==> src/verilog/pia_pkg.sv <==
// Purpose: constants for the primary interrupt aggregator
// Assumes: APB slave, 32-bit data, one core clock
// Notes: register byte addresses, field positions, reset values
//
// What this block does
// status register is read only; writes change no status bit
// status bit sets when any unmasked secondary flag of its group is set
// status bit clears only when all its secondaries are cleared or masked
// a masked primary never asserts the request pin
// status bits update and read normally whatever the mask bits hold
// every primary mask bit is one after reset
// power-state bit 15, thermal bit 14, gpio-pin bit 13, masks alike
// on-button bit 12, watchdog bit 11, aux converter bit 8, masks alike
// power-path bit 7, clock-calendar bit 5, one-time memory bit 4
// high-current bit 1, undervoltage bit 0, masks alike
// a status bit reads one when asserted, zero when nothing is pending
// mask bit zero passes its primary to the pin, one blocks it
// bits 10, 9, 6, 3 and 2 read zero and ignore writes
// request pin is active low: low while any unmasked primary is set
// secondaries latch until written one; reading does not clear them
// open-drain select: zero push-pull, one open drain with pull-up
// global pin mask keeps the pin high or released whatever is pending

package pia_pkg;
    localparam int REG_W = 16;
    localparam int ADDR_W = 16;
    localparam logic [15:0] ADDR_STATUS = 16'h4010;
    localparam logic [15:0] ADDR_MASK = 16'h4018;
    localparam logic [15:0] ADDR_CONFIG = 16'h401c;
    // implemented primary positions
    localparam int BIT_POWER_STATE = 15;
    localparam int BIT_THERMAL = 14;
    localparam int BIT_GPIO_PIN = 13;
    localparam int BIT_ON_BUTTON = 12;
    localparam int BIT_WATCHDOG = 11;
    localparam int BIT_AUX_CONV = 8;
    localparam int BIT_POWER_PATH = 7;
    localparam int BIT_CLOCK_CAL = 5;
    localparam int BIT_ONETIME_MEM = 4;
    localparam int BIT_HIGH_CURRENT = 1;
    localparam int BIT_UNDERVOLTAGE = 0;
    localparam logic [15:0] VALID_BITS = 16'hf9b3;
    localparam logic [15:0] MASK_RESET = 16'hf9b3;
    // config register fields
    localparam int CFG_GLOBAL_MASK_BIT = 0;
    localparam int CFG_OPEN_DRAIN_BIT = 1;
    localparam logic [1:0] CFG_RESET = 2'h0;
    localparam logic [31:0] RDATA_ZERO = 32'h0000_0000;
endpackage

==> src/verilog/pia_apb_decode.sv <==
// Purpose: APB phase and address decode for the aggregator
// Assumes: word aligned registers, zero wait states
// Notes: purely combinational
`timescale 1ns/1ps
`default_nettype none

module pia_apb_decode (
    // apb request
    input wire logic psel,
    input wire logic penable,
    input wire logic [15:0] paddr,
    // decoded
    output logic setup,
    output logic access,
    output logic hit_status,
    output logic hit_mask,
    output logic hit_config,
    output logic unmapped
);
    always_comb begin
        setup = psel & ~penable;
        access = psel & penable;
        hit_status = (paddr == pia_pkg::ADDR_STATUS);
        hit_mask = (paddr == pia_pkg::ADDR_MASK);
        hit_config = (paddr == pia_pkg::ADDR_CONFIG);
        unmapped = ~(hit_status | hit_mask | hit_config);
    end
endmodule

`default_nettype wire

==> src/verilog/pia_irq_drive.sv <==
// Purpose: request pin driver, push-pull or open drain
// Assumes: inputs from the core clock domain
// Notes: output and enable come from flip-flops
`timescale 1ns/1ps
`default_nettype none

module pia_irq_drive (
    // clock and reset
    input wire logic core_clk,
    input wire logic rst_n,
    // control
    input wire logic request,
    input wire logic global_mask,
    input wire logic open_drain_sel,
    // pin
    output logic irq_n_out,
    output logic irq_n_oe
);
    logic assert_pin;
    logic next_irq_n_out;
    logic next_irq_n_oe;

    always_comb begin
        assert_pin = request & ~global_mask;
        if (open_drain_sel) begin
            next_irq_n_out = 1'b0;
            next_irq_n_oe = assert_pin;
        end else begin
            next_irq_n_out = ~assert_pin;
            next_irq_n_oe = 1'b1;
        end
    end

    always_ff @(posedge core_clk or negedge rst_n) begin
        if (!rst_n) begin
            irq_n_out <= 1'b1;
            irq_n_oe <= 1'b1;
        end else begin
            irq_n_out <= next_irq_n_out;
            irq_n_oe <= next_irq_n_oe;
        end
    end
endmodule

`default_nettype wire

==> src/verilog/pia_top.sv <==
// Purpose: primary interrupt status, mask and request pin
// Assumes: secondary flags are latched and masked outside
// Notes: APB slave, zero wait states, read data staged in setup
`timescale 1ns/1ps
`default_nettype none

module pia_top #(
    parameter int NUM_BITS = 16
) (
    // clock and reset
    input wire logic core_clk,
    input wire logic rst_n,
    // apb slave
    input wire logic psel,
    input wire logic penable,
    input wire logic pwrite,
    input wire logic [15:0] paddr,
    input wire logic [31:0] pwdata,
    input wire logic [3:0] pstrb,
    output logic [31:0] prdata,
    output logic pready,
    output logic pslverr,
    // unmasked secondary flags, or-ed per primary
    input wire logic [15:0] secondary_any,
    // request pin
    output logic irq_n_out,
    output logic irq_n_oe
);

    ////////////////////////////////////////////////////////////////////
    // elaboration check

    if (NUM_BITS != pia_pkg::REG_W) begin : g_bad_width
        $error("pia_top: NUM_BITS must equal the register width");
    end

    ////////////////////////////////////////////////////////////////////
    // declarations

    logic setup;
    logic access;
    logic hit_status;
    logic hit_mask;
    logic hit_config;
    logic unmapped;
    logic wr_en;

    logic [15:0] status;
    logic [15:0] next_status;
    logic [15:0] mask;
    logic [15:0] next_mask;
    logic [1:0] cfg;
    logic [1:0] next_cfg;
    logic [31:0] next_prdata;
    logic [15:0] pending;
    logic request;

    ////////////////////////////////////////////////////////////////////
    // bus decode

    pia_apb_decode u_decode (
        .psel(psel),
        .penable(penable),
        .paddr(paddr),
        .setup(setup),
        .access(access),
        .hit_status(hit_status),
        .hit_mask(hit_mask),
        .hit_config(hit_config),
        .unmapped(unmapped)
    );

    // no wait states; error only for unmapped addresses
    assign pready = 1'b1;
    assign pslverr = access & unmapped;
    assign wr_en = access & pwrite & ~unmapped;

    ////////////////////////////////////////////////////////////////////
    // primary status

    always_comb begin
        // follows the or of unmasked secondaries, whatever the mask
        next_status = secondary_any & pia_pkg::VALID_BITS;
        // see R03 see R05 see R13
    end

    always_ff @(posedge core_clk or negedge rst_n) begin
        if (!rst_n) begin
            status <= 16'h0000;
        end else begin
            status <= next_status; // see R01
        end
    end

    ////////////////////////////////////////////////////////////////////
    // mask and pin configuration

    always_comb begin
        next_mask = mask;
        next_cfg = cfg;
        if (wr_en && hit_mask) begin
            if (pstrb[0]) begin
                next_mask[7:0] = pwdata[7:0];
            end
            if (pstrb[1]) begin
                next_mask[15:8] = pwdata[15:8];
            end
        end
        if (wr_en && hit_config && pstrb[0]) begin
            next_cfg = pwdata[1:0];
        end
        next_mask = next_mask & pia_pkg::VALID_BITS;
    end

    always_ff @(posedge core_clk or negedge rst_n) begin
        if (!rst_n) begin
            mask <= pia_pkg::MASK_RESET;
            cfg <= pia_pkg::CFG_RESET;
        end else begin
            mask <= next_mask;
            cfg <= next_cfg;
        end
    end

    ////////////////////////////////////////////////////////////////////
    // read data, staged in the setup cycle

    always_comb begin
        next_prdata = prdata;
        if (setup && !pwrite) begin
            next_prdata = pia_pkg::RDATA_ZERO;
            if (hit_status) begin
                next_prdata[15:0] = status; // see R07
            end else if (hit_mask) begin
                next_prdata[15:0] = mask; // see R09
            end else if (hit_config) begin
                next_prdata[1:0] = cfg;
            end
        end
    end

    always_ff @(posedge core_clk or negedge rst_n) begin
        if (!rst_n) begin
            prdata <= pia_pkg::RDATA_ZERO;
        end else begin
            prdata <= next_prdata;
        end
    end

    ////////////////////////////////////////////////////////////////////
    // per-primary gating onto the request

    for (genvar i = 0; i < NUM_BITS; i++) begin : g_gate
        if (pia_pkg::VALID_BITS[i]) begin : g_live
            assign pending[i] = status[i] & ~mask[i];
        end else begin : g_resv
            assign pending[i] = 1'b0;
        end
    end

    assign request = |pending;

    pia_irq_drive u_drive (
        .core_clk(core_clk),
        .rst_n(rst_n),
        .request(request),
        .global_mask(cfg[pia_pkg::CFG_GLOBAL_MASK_BIT]),
        .open_drain_sel(cfg[pia_pkg::CFG_OPEN_DRAIN_BIT]),
        .irq_n_out(irq_n_out),
        .irq_n_oe(irq_n_oe)
    );

    logic first_cycle;
    logic pin_low;

    always_ff @(posedge core_clk or negedge rst_n) begin
        if (!rst_n) begin
            first_cycle <= 1'b1;
        end else begin
            first_cycle <= 1'b0;
        end
    end

    // pin is pulled low when enabled and driving zero
    assign pin_low = irq_n_oe & ~irq_n_out;
endmodule

`default_nettype wire
==> config.mk <==
export PLATFORM = sky130hd
export DESIGN_NAME = pia_top
export DESIGN_NICKNAME = d
export VERILOG_FILES = /design/src/verilog/pia_pkg.sv /design/src/verilog/pia_apb_decode.sv /design/src/verilog/pia_irq_drive.sv /design/src/verilog/pia_top.sv
export SDC_FILE = /design/constraint.sdc
export NUM_CORES = 1
export LEC_CHECK = 0
export BUFFER_PORTS_ARGS = -buffer_cell sky130_fd_sc_hd__buf_2
export CAP_MARGIN = 40
export CORE_AREA = 2 2 70 72
export DETAILED_ROUTE_END_ITERATION = 10
export DIE_AREA = 0 0 72 74
export PLACE_DENSITY = 0.74
export SYNTH_ARGS = -nofsm -noshare
export SYNTH_HDL_FRONTEND = slang
export SYNTH_SLANG_ARGS = --single-unit
==> constraint.sdc <==
create_clock -name core_clk -period 1.4 [get_ports core_clk]
set_input_delay 0.28 -clock core_clk [delete_from_list [all_inputs] [get_ports core_clk]]
set_output_delay 0.28 -clock core_clk [all_outputs]
set_load 0.03 [all_outputs]
Yosys cells after proc, flatten, opt, wreduce, memory -nomap -nowiden
Index checks and enable logic that the tools add are counted.

Equal/unequal tests: 3. Mux-type cells: 6. Bitwise logic cells: 34. Reductions and logical operators: 8.

Operator list (number): equality test 16 x 15 -> 1 bit (second input constant) (3); bitwise AND 1 bit (17); two-way mux 16 bit (1); NOT 1 bit (15); two-way mux 14 bit (1); OR reduction 11 bit (1); logical AND 1 bit (4); two-way mux 2 bit (2); AND reduction 2 bit (2); two-way mux 1 bit (2); OR 1 bit (2); zero test 1 bit (1).

Flip-flop bits (word level): 42. Input port bits: 73. Output and inout port bits: 36. Word-level logic and storage cells: 58.

Longest topological paths before layout
Word-level depth: 6. Depth in mapped cells: 5.

By module
From an unflattened synthesis, not the netlist that was laid out.

Cell total of the unflattened synthesis: 163. Area total of the unflattened synthesis: 1805.5 um^2.

Modules (own cells, without submodules): pia_top (times used 1, cells each 140, area an instance 1631.6 um^2); pia_apb_decode (times used 1, cells each 17, area an instance 96.3 um^2); pia_irq_drive (times used 1, cells each 6, area an instance 77.6 um^2).

Least setup slack after synthesis
Ideal clock, no wire load.

Path kind: input-to-output. From: in paddr[4]. To: out pslverr. Data arrival time: 1.148 ns. Data required time: 1.120 ns. Path slack: -0.028 ns. Stages on the path: 3. Cells stage by stage: nor4b_2 -> and4_4 -> a21oi_1.

Cells in the longest elaborated chain, start to end: 5. Elaborated cells on any way between the ends: 7.

Ends and longest elaborated chain: start: declaration (RTL line pia_top.sv:17) `input wire logic [15:0] paddr,`; equality test 16 x 15 -> 1 bit, on equally long branches (RTL line pia_apb_decode.sv:23, pia_apb_decode.sv:24); OR 1 bit (RTL line pia_apb_decode.sv:26) `unmapped = ~(hit_status | hit_mask | hit_config);`; OR 1 bit * (RTL line pia_apb_decode.sv:26); NOT 1 bit * (RTL line pia_apb_decode.sv:26); bitwise AND 1 bit * (RTL line pia_top.sv:75) `assign pslverr = access & unmapped;`; end: declaration (RTL line pia_top.sv:22) `output logic pslverr,`.

Mark *: on every way between the ends. The rest lies on a longest branch, timed or not.

Final worst setup path
From: in paddr[12]. To: out pslverr.

The elaborated chain is that of the path after synthesis.

==> results list <==
- The run finished, with violations left.
- The checks that failed: setup timing.
- Counting I/O delays and the setup requirement, the final critical path takes 1440 ps.
- Leakage dissipation: 0.00122 uW
- Of the synthesized area, sequential elements account for 0.530.
- Counting stages on the worst path, the most repeated cell is buf_6.
- Setup repair after global routing could not meet its margin everywhere.
- At the worst endpoint, the arrival time is 1160 ps.
- For this run, the detailed router's first-pass iteration total came to 4.
* Number of global-route vias before repair: 1274
- Clock edge transition at the registers on the reported setup and hold paths: 80 ps
- Worst clock skew: 7.31 ps
- The number of antenna diodes in the final layout is 0.
- The share of total power dissipated in combinational logic is 0.117.
* Detailed-route vias per instance: 4.65
- Fin worst setup slack: -36.6 ps
* Share of the synthesized area in compound gates (AO/OA/AOI/OAI): 0.0752
* Core region area: 4600 sq um
* Clock Path Buffers: 2
- Counting distinct cell types in the post-synthesis netlist gives 32.
- Across the VDD grid, the largest voltage drop is 0.577 mV.
* Area of the mapped netlist: 1780 sq um
- Once detailed placement completed, the half-perimeter wirelength came to 2.76 mm.
- Crit-path max FO: 3
- The number of clock buffers added by TritonCTS is 5.
* Share of total power in the clock network: 0.364
- Area of the die: 5330 sq um
* Max-slew violation count: 0
- After detailed routing, the number of remaining DRC violations is 0.
- Counting flops with a built-in enable in the synthesized netlist gives 0.
- Req. time, crit path: 1120 ps
* Worst path slowest cell: nor4b_4
* Category of the most critical setup path: primary input to primary output
- Sw Ratio: 0.256
- Measured on the finished design, the core utilization comes to 0.506.
- Of the total power, registers draw 0.520.
- Measured along the x axis, the die boundary spans 72 microns.
* Startpoint Class: primary input
* Layout cells sized above 1: 0.517
* Remaining global-route overflow: 0
- The top cell types in the final layout, fill and taps aside, are buf_2 (55), dfrtp_1 (24), nand2_1 (22), conb_1 (22), dfstp_2 (13).
* Xor and xnor area share after synthesis: 0
- For this configuration, the core starts out at a cell density of 0.387.
- Worst hold slack: 88.3 ps
- Global router's overall resource usage: 0.143
- Port buffering added 58 buffers.
* Highest achievable clock rate: 696 MHz
- Mean post-synth cell area: 11.7 sq um
- Net switching component of the power: 540 uW
- FF+latch count, synth: 37
- CTS saw 37 sinks.
- Cell Chain, Critical Path: buf_6 -> nor4b_4 -> and4_4 -> a21oi_2 -> buf_6
- The number of antenna violations at the first check in global routing is 0.
* Multiplexer area fraction after synthesis: 0.0949
- Dividing the detail-routed wire length by the instance count gives 12.8 microns.
- Root buffer cell: clkbuf_8
* Arithmetic-cell share of the synthesized area counting full adders, half adders and majority gates: 0
- Ratio of final minimum period to clock period: 1.03
- Kind of capture point of the worst setup path: primary output
* CTS H-tree lvls: 2
* Crit path largest cell delay: 320 ps
* Number of DRC markers after the initial detailed-route iteration: 42
* Die Height: 74 microns
- Largest family of logic cells by synthesized area: simple AND/OR/NAND/NOR gates
- Total Power Consumption: 2110 uW
- Yosys warnings: 0
- Among all flip-flop cells after synthesis, the most frequent one is dfrtp_1.
- Placed standard-cell area: 2150 sq um
- Total Wirelength: 3.64 mm
- Dividing total power by cell area gives a power density of 907 nW/um^2.
- The min-delay analysis places its worst path in the category primary input to flip-flop.
* Most common cell after layout, fill and taps aside: buf_2
- Clock insertion delay at the later pin of the skew report: 290 ps
- The net count of the finished layout is 302.
- After synthesis, the share of flip-flops with an asynchronous set or reset is 1.00.
- Of the total synthesized cell area, the portion taken by AND, OR, NAND and NOR gates is 0.190.
- Via count: 1322
- The cell count after synthesis came out at 152.
- Clock tree from TritonCTS: built
* Non-Filler Cell Area, Final: 2330 sq um
- Entering global routing, the biggest net connects 23 pins.
- Setup violations remaining at the end of the flow were counted as 3.
- Layout area overhead: 30.7%
- Routability-driven placement congestion ratio: 0.712
- Top Ports: 109
- In this run the remaining antenna-violating nets after routing total 0.
- Cell internal power was estimated by the tool at 1570 uW.
- After routing, the total negative slack on setup checks comes to -40.3 ps.
- Global-route wire length before repair: 5.65 mm
* Row cnt: 25
* Max-Cap Viols: 0
* Final hold viol count: 0
-- per-stage QoR --
step	instances	setup slack, ps
4_1_cts	283	-50.9
2_1_floorplan	172	-28.2
5_1_grt	284	-84.3
6_report	284	-36.6
3_3_place_gp	273	-261
3_5_place_dp	273	-287
-- Yosys cell counts, types with 2 or more instances --
library cell	count	area [sq um]
a22oi_1	11	82.6
buf_4	22	165
conb_1	2	7.51
dfrtp_1	24	601
dfstp_2	13	342
inv_1	5	18.8
mux2_1	3	33.8
mux2_2	12	135
nand2_1	22	82.6
nand2b_1	7	43.8
nand4_1	3	18.8
nor2_1	4	15.0
nor2b_1	3	18.8
o22ai_1	2	12.5
o31ai_1	2	15.0
-- logic make-up after synthesis --
| kind of cell | Yosys count |
|---|---|
| compound gates | 18 |
| buf+inv | 28 |
| flops | 37 |
| mux | 15 |
| other cells | 2 |
| simple gates | 52 |
-- cell type report --
class / count / area, sq um
inverters: 5 / 18.8
repair buffers: 73 / 440
clock inverters: 2 / 13.8
fillers: 451 / 2270
flip-flops and latches: 37 / 942
well taps: 54 / 67.6
clock buffers: 6 / 82.6
multi-input cells: 107 / 761
-- final timing paths --
check / from / to / slack (ps) / depth (start not counted)
worst max register to register: mask[15] / u_drive.irq_n_out / 60 / 5
worst max-delay path: paddr[12] / pslverr / -40 / 5
max in group asynchronous: rst_n / mask[13] / 430 / 3
worst min-delay path: secondary_any[7] / status[7] / 90 / 1
worst min register to register: cfg[1] / u_drive.irq_n_out / 440 / 1
min in group asynchronous: rst_n / status[8] / 440 / 2
-- what timing repair did --
item	4_1_cts	5_1_grt
setup buffers	1	1
pin swaps	6	4
gates resized for setup	7	4
endpoints found under the setup margin	3	15
hold buffers	1	0
hold endpoints to repair	10	0
-- state kept, by name (all words and copies together) (netlist names) --
register           cells
status                11
u_drive.irq_n_oe       1
cfg                    2
u_drive.irq_n_out      1
mask                  11
prdata                11
-- power by group through the flow --
stage / logic [uW] / registers (uW) / clock network [uW]
after floorplan: 164 / 1110 / 0
after global placement: 232 / 1110 / 0
after detailed placement: 234 / 1120 / 0
after CTS: 244 / 1100 / 793
after global routing: 272 / 1100 / 826
final: 246 / 1100 / 768
-- critical path: cells and delay by family --
| family | cells | cell delay (ps) |
|---|---|---|
| compound gates | 1 | 50 |
| simple gates | 2 | 600 |
| buf+inv | 2 | 230 |
-- per-layer routing --
metal | up-vias | track usage | wire length, microns
li1 | 633 | - | -
met1 | 625 | 0.154 | 1420
met2 | 60 | 0.258 | 1900
met3 | 4 | 0.0488 | 294
met4 | 0 | 0.0566 | 30
met5 | - | 0 | 0
No activity file was read; power rests on OpenSTA's default activity.
